`config.mk`:
```
export PLATFORM = sky130hd
export DESIGN_NAME = carsl_top
export DESIGN_NICKNAME = d
export VERILOG_FILES = /design/src/core/carsl_pkg.sv /design/src/core/carsl_bp_match.sv /design/src/core/carsl_top.sv
export SDC_FILE = /design/constraint.sdc
export NUM_CORES = 1
export LEC_CHECK = 0
export BUFFER_PORTS_ARGS = -buffer_cell sky130_fd_sc_hd__buf_4
export CORE_MARGIN = 5
export CORE_UTILIZATION = 58
export CTS_BUF_LIST = sky130_fd_sc_hd__clkbuf_4 sky130_fd_sc_hd__clkbuf_8 sky130_fd_sc_hd__clkbuf_16
export CTS_CLUSTER_SIZE = 8
export DETAILED_ROUTE_END_ITERATION = 6
export PLACE_DENSITY = 0.8
export SLEW_MARGIN = 10
export SYNTH_ARGS = -nofsm -noshare
export SYNTH_HDL_FRONTEND = slang
export SYNTH_SLANG_ARGS = --single-unit
```
`constraint.sdc`:
```
create_clock -name CLK_SYS -period 2.7 [get_ports CLK_SYS]
set_input_delay 0.135 -clock CLK_SYS [delete_from_list [all_inputs] [get_ports CLK_SYS]]
set_output_delay 0.135 -clock CLK_SYS [all_outputs]
set_load 0.02 [all_outputs]
```
`src/core/carsl_pkg.sv`:
```
package carsl_pkg;

  // Register selectors named by instruction operands
  localparam logic [3:0] SEL_FAULT_ADDR  = 4'h0;
  localparam logic [3:0] SEL_PT_BASE     = 4'h1;
  localparam logic [3:0] SEL_SYS_CTRL    = 4'h2;
  localparam logic [3:0] SEL_CODE_SEG    = 4'h3;
  localparam logic [3:0] SEL_EXT_COUNT   = 4'h4;
  localparam logic [3:0] SEL_COUNT_WORD  = 4'h5;
  localparam logic [3:0] SEL_DATA_WORD   = 4'h6;
  localparam logic [3:0] SEL_DATA_HIGH   = 4'h7;
  localparam logic [3:0] SEL_DATA_LOW    = 4'h8;
  localparam logic [3:0] SEL_STR_PTR     = 4'h9;
  localparam logic [3:0] SEL_EXTRA_SEG   = 4'hA;
  localparam logic [3:0] SEL_BP0         = 4'hB;
  localparam logic [3:0] SEL_BP1         = 4'hC;
  localparam logic [3:0] SEL_BP2         = 4'hD;
  localparam logic [3:0] SEL_BP3         = 4'hE;
  localparam logic [3:0] SEL_DBG_SLOT4   = 4'hF;

  localparam int NUM_BP         = 4;
  localparam int PDB_LSB        = 12;
  localparam int PCD_BIT        = 4;
  localparam int PWT_BIT        = 3;
  localparam int PG_BIT         = 31;
  localparam logic [31:0] PTB_KEEP_MASK = 32'hFFFFF018;

  // Breakpoint access types
  localparam logic [1:0] BP_EXEC   = 2'h0;
  localparam logic [1:0] BP_WRITE  = 2'h1;
  localparam logic [1:0] BP_RDWR   = 2'h3;

  typedef struct packed {
    logic        wr;
    logic [3:0]  sel;
    logic [31:0] data;
  } carsl_reg_req_t;

  typedef struct packed {
    logic        valid;
    logic        fetch;
    logic        write;
    logic [31:0] addr;
  } carsl_access_t;

  typedef struct packed {
    logic        step;
    logic        direction;
  } carsl_string_t;

  typedef enum logic [1:0] {
    CARSL_XFER_NONE = 2'b01,
    CARSL_XFER_LOAD = 2'b10
  } carsl_cs_state_t;

endpackage

```
`src/core/carsl_bp_match.sv`:
```
`timescale 1ns/1ps
module carsl_bp_match (
  input  wire logic [31:0]              bp_addr,
  input  wire logic                     bp_enable,
  input  wire logic [1:0]               bp_type,
  input  wire carsl_pkg::carsl_access_t acc,
  output logic                          hit
);
  import carsl_pkg::*;

  logic type_ok;

  // Pure comparator; the top registers it so hit and exception leave in one stage
  always_comb begin
    unique case (bp_type)
      BP_EXEC:  type_ok = acc.fetch;
      BP_WRITE: type_ok = !acc.fetch && acc.write;
      BP_RDWR:  type_ok = !acc.fetch;
      default:  type_ok = 1'b0;
    endcase
    hit = acc.valid && bp_enable && type_ok && (acc.addr == bp_addr);
  end
endmodule

```
`src/core/carsl_top.sv`:
```
// Operation
// - Paging fault captures the full 32-bit faulting linear address.
// - Bits 31..12 of page table base give directory address high bits.
// - Directory base is page aligned; low 12 address bits are zero.
// - Cache-disable bit drives its pin on unpaged cycles, or always without paging.
// - Write-through bit drives its pin on unpaged cycles, or always without paging.
// - Bits 11..5 and 2..0 of page table base are reserved.
// - Fetch address uses code segment selector with instruction pointer offset.
// - Code segment changes on interrupts, exceptions and far transfers.
// - String pointer steps up or down per element by direction flag.
// - String destination addresses use only the extra segment.
// - High data byte shares bits 15..8 of data word.
// - Low data byte shares bits 7..0 of data word.
// - Count word is the low half of extended count.
// - Four independent 32-bit breakpoint address registers.
// - Enabled breakpoint match with chosen access type raises debug exception.
// - Instruction-fetch and data breakpoints are both supported.
// - Paging is enabled while system control bit 31 is one.
// - Two-bit type selects execute, write only, or read-write.
`timescale 1ns/1ps
module carsl_top (
  input  wire logic                      CLK_SYS,
  input  wire logic                      SYS_RST,
  input  wire carsl_pkg::carsl_reg_req_t REG_REQ,
  input  wire carsl_pkg::carsl_access_t  ACCESS,
  input  wire logic                      PAGE_FAULT,
  input  wire logic                      BUS_CYCLE_PAGED,
  input  wire logic                      CS_LOAD,
  input  wire logic [15:0]               CS_LOAD_VALUE,
  input  wire logic [31:0]               INSTR_PTR,
  input  wire logic                      SHORT_MODE,
  input  wire carsl_pkg::carsl_string_t  STRING_OP,
  input  wire logic [3:0]                BP_ENABLE,
  input  wire logic [7:0]                BP_TYPE,
  output logic [31:0]                    REG_RDATA,
  output logic                           PAGE_CACHE_DISABLE,
  output logic                           PAGE_WRITE_THROUGH,
  output logic [31:0]                    PAGE_DIRECTORY_BASE,
  output logic                           PAGING_ENABLE,
  output logic [15:0]                    FETCH_SEGMENT,
  output logic [31:0]                    FETCH_OFFSET,
  output logic [15:0]                    DEST_SEGMENT,
  output logic [15:0]                    DEST_OFFSET,
  output logic                           DEBUG_EXCEPTION,
  output logic [3:0]                     BP_HIT
);
  import carsl_pkg::*;

  logic [31:0] fault_linear_address;
  logic [31:0] page_table_base_control;
  logic [31:0] system_control;
  logic [15:0] code_segment_selector;
  logic [31:0] extended_count;
  logic [15:0] data_word;
  logic [15:0] string_target_pointer;
  logic [15:0] extra_segment;
  logic [31:0] bp_addr [NUM_BP];
  logic [31:0] debug_slot_four;
  carsl_cs_state_t cs_state;

  logic [31:0] next_fault_linear_address;
  logic [31:0] next_page_table_base_control;
  logic [31:0] next_system_control;
  logic [15:0] next_code_segment_selector;
  logic [31:0] next_extended_count;
  logic [15:0] next_data_word;
  logic [15:0] next_string_target_pointer;
  logic [15:0] next_extra_segment;
  logic [31:0] next_bp_addr [NUM_BP];
  logic [31:0] next_debug_slot_four;
  carsl_cs_state_t next_cs_state;
  logic [31:0] next_rdata;
  logic        next_pcd;
  logic        next_pwt;
  logic        paging_on;
  logic [3:0]  hit;

  assign paging_on = system_control[PG_BIT];

  always_comb begin
    next_fault_linear_address    = fault_linear_address;
    next_page_table_base_control = page_table_base_control;
    next_system_control          = system_control;
    next_extended_count          = extended_count;
    next_data_word               = data_word;
    next_string_target_pointer   = string_target_pointer;
    next_extra_segment           = extra_segment;
    next_debug_slot_four         = debug_slot_four;
    for (int i = 0; i < NUM_BP; i++) begin
      next_bp_addr[i] = bp_addr[i];
    end
    if (REG_REQ.wr) begin
      unique case (REG_REQ.sel)
        SEL_FAULT_ADDR: next_fault_linear_address = REG_REQ.data;
        // Reserved bits are stored as zero so reads are deterministic
        SEL_PT_BASE:    next_page_table_base_control = REG_REQ.data & PTB_KEEP_MASK;
        SEL_SYS_CTRL:   next_system_control = REG_REQ.data;
        SEL_EXT_COUNT:  next_extended_count = REG_REQ.data;
        SEL_COUNT_WORD: next_extended_count[15:0] = REG_REQ.data[15:0];
        SEL_DATA_WORD:  next_data_word = REG_REQ.data[15:0];
        SEL_DATA_HIGH:  next_data_word[15:8] = REG_REQ.data[7:0];
        SEL_DATA_LOW:   next_data_word[7:0] = REG_REQ.data[7:0];
        SEL_STR_PTR:    next_string_target_pointer = REG_REQ.data[15:0];
        SEL_EXTRA_SEG:  next_extra_segment = REG_REQ.data[15:0];
        SEL_BP0:        next_bp_addr[0] = REG_REQ.data;
        SEL_BP1:        next_bp_addr[1] = REG_REQ.data;
        SEL_BP2:        next_bp_addr[2] = REG_REQ.data;
        SEL_BP3:        next_bp_addr[3] = REG_REQ.data;
        SEL_DBG_SLOT4:  next_debug_slot_four = REG_REQ.data;
        default:        ;
      endcase
    end
    // Hardware fault capture wins over a software write in the same cycle
    if (PAGE_FAULT) begin
      next_fault_linear_address = ACCESS.addr;
    end
    // A string step wins over a same-cycle software write of the pointer
    if (STRING_OP.step) begin
      if (STRING_OP.direction) begin
        next_string_target_pointer = string_target_pointer - 16'h0001;
      end else begin
        next_string_target_pointer = string_target_pointer + 16'h0001;
      end
    end
  end

  // Control transfers load the selector; a software write is the other path
  always_comb begin
    next_code_segment_selector = code_segment_selector;
    next_cs_state              = CARSL_XFER_NONE;
    if (REG_REQ.wr && REG_REQ.sel == SEL_CODE_SEG) begin
      next_code_segment_selector = REG_REQ.data[15:0];
    end
    if (CS_LOAD) begin
      next_code_segment_selector = CS_LOAD_VALUE;
      next_cs_state              = CARSL_XFER_LOAD;
    end
  end

  always_comb begin
    unique case (REG_REQ.sel)
      SEL_FAULT_ADDR: next_rdata = fault_linear_address;
      SEL_PT_BASE:    next_rdata = page_table_base_control;
      SEL_SYS_CTRL:   next_rdata = system_control;
      SEL_CODE_SEG:   next_rdata = {16'h0000, code_segment_selector};
      SEL_EXT_COUNT:  next_rdata = extended_count;
      SEL_COUNT_WORD: next_rdata = {16'h0000, extended_count[15:0]};
      SEL_DATA_WORD:  next_rdata = {16'h0000, data_word};
      SEL_DATA_HIGH:  next_rdata = {24'h000000, data_word[15:8]};
      SEL_DATA_LOW:   next_rdata = {24'h000000, data_word[7:0]};
      SEL_STR_PTR:    next_rdata = {16'h0000, string_target_pointer};
      SEL_EXTRA_SEG:  next_rdata = {16'h0000, extra_segment};
      SEL_BP0:        next_rdata = bp_addr[0];
      SEL_BP1:        next_rdata = bp_addr[1];
      SEL_BP2:        next_rdata = bp_addr[2];
      SEL_BP3:        next_rdata = bp_addr[3];
      SEL_DBG_SLOT4:  next_rdata = debug_slot_four;
      default:        next_rdata = 32'h00000000;
    endcase
  end

  // Pin follows the register on unpaged cycles, or always when paging is off
  always_comb begin
    next_pcd = PAGE_CACHE_DISABLE;
    next_pwt = PAGE_WRITE_THROUGH;
    if (!paging_on || !BUS_CYCLE_PAGED) begin
      next_pcd = page_table_base_control[PCD_BIT];
      next_pwt = page_table_base_control[PWT_BIT];
    end
  end

  genvar g;
  generate
    for (g = 0; g < NUM_BP; g++) begin : gen_bp
      carsl_bp_match u_match (
        .bp_addr   (bp_addr[g]),
        .bp_enable (BP_ENABLE[g]),
        .bp_type   (BP_TYPE[2*g +: 2]),
        .acc       (ACCESS),
        .hit       (hit[g])
      );
    end
  endgenerate

  always_ff @(posedge CLK_SYS) begin
    if (SYS_RST) begin
      fault_linear_address    <= 32'h00000000;
      page_table_base_control <= 32'h00000000;
      system_control          <= 32'h00000000;
      code_segment_selector   <= 16'h0000;
      extended_count          <= 32'h00000000;
      data_word               <= 16'h0000;
      string_target_pointer   <= 16'h0000;
      extra_segment           <= 16'h0000;
      debug_slot_four         <= 32'h00000000;
      cs_state                <= CARSL_XFER_NONE;
      for (int i = 0; i < NUM_BP; i++) begin
        bp_addr[i] <= 32'h00000000;
      end
      REG_RDATA           <= 32'h00000000;
      PAGE_CACHE_DISABLE  <= 1'b0;
      PAGE_WRITE_THROUGH  <= 1'b0;
      PAGE_DIRECTORY_BASE <= 32'h00000000;
      PAGING_ENABLE       <= 1'b0;
      FETCH_SEGMENT       <= 16'h0000;
      FETCH_OFFSET        <= 32'h00000000;
      DEST_SEGMENT        <= 16'h0000;
      DEST_OFFSET         <= 16'h0000;
      BP_HIT              <= 4'h0;
      DEBUG_EXCEPTION     <= 1'b0;
    end else begin
      fault_linear_address    <= next_fault_linear_address;
      page_table_base_control <= next_page_table_base_control;
      system_control          <= next_system_control;
      code_segment_selector   <= next_code_segment_selector;
      extended_count          <= next_extended_count;
      data_word               <= next_data_word;
      string_target_pointer   <= next_string_target_pointer;
      extra_segment           <= next_extra_segment;
      debug_slot_four         <= next_debug_slot_four;
      cs_state                <= next_cs_state;
      for (int i = 0; i < NUM_BP; i++) begin
        bp_addr[i] <= next_bp_addr[i];
      end
      REG_RDATA           <= next_rdata;
      PAGE_CACHE_DISABLE  <= next_pcd;
      PAGE_WRITE_THROUGH  <= next_pwt;
      PAGE_DIRECTORY_BASE <= {page_table_base_control[31:PDB_LSB], 12'h000};
      PAGING_ENABLE       <= paging_on;
      FETCH_SEGMENT       <= code_segment_selector;
      FETCH_OFFSET        <= SHORT_MODE ? {16'h0000, INSTR_PTR[15:0]} : INSTR_PTR;
      DEST_SEGMENT        <= extra_segment;
      DEST_OFFSET         <= string_target_pointer;
      // Both taken from one comparator stage; slot four has no comparator at all
      BP_HIT              <= hit;
      DEBUG_EXCEPTION     <= |hit;
    end
  end

endmodule

```
==> results by group, run 1 <==
Logic synthesis
  • Synth Warn #: 0
  • Synth unique cells: 74
  • Mean Syn Cell Area: 8.35 sq um
  • Synth area leaders: dfxtp_1 (46%), nand2_1 (10%), a21oi_1 (7.6%)
  • Post-synthesis cell area: 21000 sq um
  • Post-synth top area share: 46.0%
  • Post-synth ARST share: 0%
  • Share of synthesized area occupied by flip-flops and latches: 46.0%
  • Top_reg_cell synth: dfxtp_1
  • Cells after synthesis: 2512
  • Post-synth top area cell: dfxtp_1
  • EDFF count, synth: 0
  • Flops & latches, synth: 482

Job
  • Max Cap Viol: 0

Run status
  • Failing checks: design-rule violations
  • Status: complete, but fails checks

Placement
  • Routability cong.: 1.00
  • Port Buffer Count: 279
  • Post-DP HPWL: 55.9 mm

Timing
  • Final Cycle Share: 90.0%
  • Fin. Hold Viols: 0
  • Final setup vio count: 0
  • Clock Skews: 24.0 ps
  • Worst Tran Pin Value: 1050 ps
  • Min Tclk post-route: 2430 ps
  • Unrepaired setup endpoints after global routing: false
  • Achievable frequency: 411 MHz
  • Rel. slew slack: 30.0%
  • Max-slew violations: 0
  • Fin Setup TNS: 0 ps

Clock network
  • Post-cts sizing count: 0
  • Clock-pin slew on the worst setup and hold paths: 50 ps
  • Later-pin clock latency in the skew report: 590 ps
  • CTS buffer count: 70
  • Clock sink count: 482
  • Htree depth: 3
  • Root buffer cell: clkbuf_16
  • CTS Buffer Depth: 3
  • CTS tree: done

Detailed routing
  • Number of remaining DRC errors: 13
  • Post-DR wirelength/cell: 25.6 microns
  • TritonRoute pass-1 iters: 7
  • Via/cell ratio: 6.36
  • Initial DRC count: 2989
  • Via count: 20780
  • Post-route ant nets: 0
  • Overall routed net length: 83.8 mm

Critical path
  • Worst setup path startpoint: string_target_pointer[0]
  • Required time of the critical path: 3220 ps
  • CP startpoint kind: register
  • Crit. End Element: register
  • Critical path arrival: 2950 ps
  • WS Path Type: reg -> reg
  • Worst reg2reg startpoint: string_target_pointer[0]
  • CP max FO: 7

Finish
  • Most frequent cells in the layout: nand2_1 (574), dfxtp_1 (482), buf_4 (341)
  • Layout Nets: 2957
  • Fillers: 2611
  • P&R area growth vs syn: 24.7%
  • Share of cells above drive strength 1: 15.9%
  • Most common cell after layout, fill and taps aside: nand2_1
  • Core Util, Final: 73.3%

Min path
  • Worst Hold Class: in -> reg
  • Hold_sp: ACCESS[1]

Global routing
  • Initial antenna violation count: 2
  • Overflow after GRT: 0
  • Vias in the first global route: 19939
  • Overall Global Routing Usage: 39.8%
  • Largest net degree at the start of global routing: 131
  • First-pass GRT wire length: 125 mm

Floorplan
  • I/O pin cnt: 292
  • Die Width: 200 microns
  • Full die area: 40000 sq um
  • Die height: 200 microns
  • # rows: 69
  • Starting Density: 58.8%
  • Core ar.: 35700 sq um

Power
  • Max VDD drop: 0.454 mV
  • PwrDens: 661 nW/um^2
  • P_leak: 10.0 nW
  • Tot Pwr: 17.3 mW
layout make-up:
class,instances,area (sq um),area share [%]
clock buffer,72,1800,6.89
inverter,6,22.5,0.0861
sequential,482,9650,36.9
timing repair buffer,460,3820,14.6
antenna,1,2.50,0.00957
tap,461,577,2.21
multi-input combinational,1782,10200,39.1
clock inverter,4,53.8,0.206
flip-flops by register name (all words and copies together) (netlist names):
name                     count
REG_RDATA                   32
code_segment_selector       16
FETCH_OFFSET                32
PAGE_CACHE_DISABLE           1
string_target_pointer       16
DEST_SEGMENT                16
system_control              32
PAGING_ENABLE                1
extended_count              32
debug_slot_four             32
page_table_base_control     22
extra_segment               16
DEBUG_EXCEPTION              1
PAGE_WRITE_THROUGH           1
fault_linear_address        32
BP_HIT                       4
FETCH_SEGMENT               16
bp_addr                    128
PAGE_DIRECTORY_BASE         20
DEST_OFFSET                 16
data_word                   16
cells by family (layout without fill, tap and decap cells):
kind of cell | Yosys count | after routing | synth area share (%)
mux | 67 | 67 | 3.21
other cells | 1 | 13 | 0.0179
xor+xnor | 136 | 136 | 5.68
flops | 482 | 482 | 46.0
buf+inv | 259 | 542 | 5.49
simple gates | 945 | 945 | 20.1
fa+ha+maj | 15 | 15 | 0.931
compound gates | 607 | 607 | 18.5
critical path, stage by stage (launching register included):
cell and delay (ps):
dfxtp_1 370, fa_1 460, a211o_1 360, a211oi_2 320
nor3_1 130, o311a_1 340, nor4_2 260, a211o_1 130
power breakdown:
part	internal, mW	total [mW]	switching, mW
Clock	4.68	7.73	3.05
Combinational	0.788	2.01	1.22
Sequential	7.35	7.54	0.198
per-layer routing:
metal	up-vias	track usage, %	routed length [microns]
li1	9163	-	-
met2	1541	60.2	35900
met1	9767	51.7	31700
met5	-	0	0
met3	309	11.4	10900
met4	0	21.8	5330
metrics by stage:
step | instance area [sq um] | std cells | setup WS (ps) | hold WS (ps)
2_1_floorplan | 21000 | 2523 | 534 | 257
3_5_place_dp | 23200 | 3079 | 325 | 341
4_1_cts | 26100 | 3267 | 296 | 11.7
5_1_grt | 26100 | 3267 | 152 | 33.5
3_3_place_gp | 23200 | 3079 | 296 | 341
6_report | 26100 | 3268 | 269 | 33.3
final timing paths:
check | end | slack (ps) | depth (start not counted)
min | fault_linear_address[1] | 30 | 3
max | string_target_pointer[14] | 270 | 7
max reg2reg | string_target_pointer[14] | 270 | 7
min reg2reg | system_control[25] | 450 | 2
cell usage after synthesis, types with 4 or more instances:
library cell,number
nand2_1,574
dfxtp_1,482
a21oi_1,320
clkbuf_1,168
nor2_1,115
xnor2_1,101
nor2b_1,94
mux2i_1,65
buf_2,59
a22oi_1,48
a211oi_1,45
a22o_1,37
xor2_1,35
nand4_1,32
a221oi_1,30
nand3_1,27
a222oi_1,25
a31oi_1,23
and2_1,22
buf_4,22
nor3_1,20
o21ai_0,18
ha_1,14
nor4_1,13
and3_1,11
a21o_1,9
nand2b_1,8
o221ai_1,8
a311oi_1,7
inv_1,5
a41oi_1,4
nor3_2,4
o211ai_1,4
o21bai_1,4
what timing repair did:
action / in CTS / in global routing
endpoints found under the setup margin: 0 / 0
endpoints found under the hold margin: 361 / 0
hold buffers: 112 / 0
buffers inserted: 0 / 0
No activity file was read; power rests on OpenSTA's default activity.
==> run 2: changes to the inputs <==
- CORE_UTILIZATION: 58 -> 35
- PLACE_DENSITY: 0.8 -> default
- RECOVER_POWER: default -> 25
==> results by group, run 2 (synthesis gave the netlist of run 1 again) <==
Run status
  • Status: completed (was complete, but fails checks)

Finish
  • Largest register FFs: 128 (unchanged)
  • Final Instance Count excl. Fillers: 3602 (was 3268)
  • Layout Nets: 2974 (was 2957)
  • Most frequent cells in the layout: nand2_1 (574), dfxtp_1 (482), a21oi_1 (320) (was nand2_1 (574), dfxtp_1 (482), buf_4 (341))
  • Most flops, register: bp_addr (unchanged)
  • P&R area growth vs syn: 25.3% (was 24.7%)
  • Most common cell after layout, fill and taps aside: nand2_1 (unchanged)
  • Share of cells above drive strength 1: 12.0% (was 15.9%)

Floorplan
  • Full die area: 64900 sq um (was 40000 sq um)
  • Die height: 255 microns (was 200 microns)
  • Core ar.: 59100 sq um (was 35700 sq um)
  • # rows: 89 (was 69)
  • I/O pin cnt: 292 (unchanged)
  • Starting Density: 35.5% (was 58.8%)
  • Die Width: 255 microns (was 200 microns)

Clock network
  • Root buffer cell: clkbuf_16 (unchanged)
  • Htree depth: 3 (unchanged)
  • Post-cts sizing count: 0 (unchanged)
  • Clock sink count: 482 (unchanged)
  • CTS buffer count: 70 (unchanged)
  • CTS tree: done (unchanged)
  • Later-pin clock latency in the skew report: 600 ps (was 590 ps)
  • CTS Buffer Depth: 3 (unchanged)
  • Clock-pin slew on the worst setup and hold paths: 50 ps (about the same)

Critical path
  • CP max FO: 7 (unchanged)
  • WS Path Type: reg -> reg (unchanged)
  • CP startpoint kind: register (unchanged)
  • Crit. End Element: register (unchanged)
  • Reg2Reg Depth: 7 (unchanged)
  • R2r endpoint: string_target_pointer[14] (unchanged)
  • Worst reg2reg startpoint: string_target_pointer[0] (unchanged)
  • Critical path arrival: 3010 ps (was 2950 ps)
  • Worst setup path end: string_target_pointer[14] (unchanged)
  • Flop-to-flop setup slack: 240 ps (was 270 ps)
  • Worst setup path startpoint: string_target_pointer[0] (unchanged)
  • Required time of the critical path: 3240 ps (was 3220 ps)

Placement
  • Routability cong.: 0.967 (was 1.00)
  • Post-DP HPWL: 58.9 mm (was 55.9 mm)
  • DP Cell Count: 3401 (was 3079)
  • Port Buffer Count: 279 (unchanged)

Global routing
  • Largest net degree at the start of global routing: 113 (was 131)
  • Initial antenna violation count: 2 (unchanged)
  • Vias in the first global route: 19076 (was 19939)
  • Overall Global Routing Usage: 25.1% (was 39.8%)
  • Overflow after GRT: 0 (unchanged)
  • First-pass GRT wire length: 124 mm (was 125 mm)

Detailed routing
  • Number of remaining DRC errors: 0 (was 13)
  • TritonRoute pass-1 iters: 6 (was 7)
  • Via count: 20202 (was 20780)
  • Post-route ant nets: 0 (unchanged)
  • Overall routed net length: 85.9 mm (was 83.8 mm)
  • Initial DRC count: 2506 (was 2989)
  • Via/cell ratio: 5.61 (was 6.36)
  • Post-DR wirelength/cell: 23.8 microns (was 25.6 microns)

Timing
  • Max-slew violations: 0 (unchanged)
  • Min Tclk post-route: 2460 ps (was 2430 ps)
  • Worst Tran Pin Value: 1140 ps (was 1050 ps)
  • Rel. slew slack: 24.3% (was 30.0%)
  • Fin Setup TNS: 0 ps (unchanged)
  • Final setup vio count: 0 (unchanged)
  • Achievable frequency: 406 MHz (was 411 MHz)
  • Final Cycle Share: 91.1% (was 90.0%)
  • Fin. Hold Viols: 0 (unchanged)
  • Unrepaired setup endpoints after global routing: false (unchanged)
  • Clock Skews: 19.0 ps (was 24.0 ps)

Power
  • P_leak: 9.66 nW (was 10.0 nW)
  • Tot Pwr: 17.5 mW (was 17.3 mW)
  • PwrDens: 667 nW/um^2 (was 661 nW/um^2)
  • Max VDD drop: 0.388 mV (was 0.454 mV)

Job
  • Max Cap Viol: 0 (unchanged)

Min path
  • Worst Hold Class: in -> reg (unchanged)
-- run 2: cell count changes in the layout (fill, tap and decap cells not counted), sizes merged --
cell and delta:
dlygate4sd3 +7, clkbuf +129, buf -113, clkinv -1
-- run 2: what timing repair did --
| item | CTS | global route |
|---|---|---|
| hold endpoints to repair | 378 | 0 |
| hold buffers | 119 | 0 |
| buffers inserted | 0 | 0 |
-- run 2: routing by layer --
| layer | wire (microns) | up-vias | global-route usage, % |
|---|---|---|---|
| met1 | 35000 | 9541 | 34.0 |
| met5 | 0 | - | 0 |
| met2 | 38700 | 1247 | 39.8 |
| li1 | - | 9224 | - |
| met3 | 9220 | 190 | 5.68 |
| met4 | 2990 | 0 | 8.23 |
-- run 2: cell type report --
cell class                 instances  area [sq um]
multi-input combinational       1782         10200
sequential                       482          9650
clock buffer                      78          1890
timing repair buffer             477          3480
tap                              773           967
inverter                           6          22.5
antenna                            1          2.50
clock inverter                     3          33.8
fill                            5770         32900
-- run 2: worst min path at each step --
stage / start / to / cells after the start / slack [ps]
4_1_cts: CS_LOAD / code_segment_selector[8] / 3 / 4
3_5_place_dp: INSTR_PTR[16] / FETCH_OFFSET[16] / 2 / 340
3_3_place_gp: INSTR_PTR[22] / FETCH_OFFSET[22] / 2 / 340
5_1_grt: CS_LOAD / code_segment_selector[13] / 3 / 30
6_report: CS_LOAD / code_segment_selector[5] / 3 / 30
2_1_floorplan: INSTR_PTR[16] / FETCH_OFFSET[16] / 1 / 260
-- run 2: critical path, stage by stage, from the launching register on --
cell,delay [ps]
dfxtp_1,380
fa_1,470
a211o_1,370
a211oi_2,340
nor3_1,130
o311a_1,350
nor4_2,250
a211o_1,120
-- run 2: where the power goes --
part           internal (mW)  switching, mW
logic                  0.748           1.21
clock network           4.88           3.13
registers               7.34          0.195
total                   13.0           4.54
-- run 2: through the flow --
step                instance area [sq um]  worst slack [ps]  util [%]  hold WS, ps
detailed placement                  23600               281      39.9          342
floorplan                           21000               534         -          257
CTS                                 26700               252      45.2         4.19
finish                              26300               239      44.4         27.5
global route                        26300               121      44.4         30.9
global placement                    23600               237      39.9          337
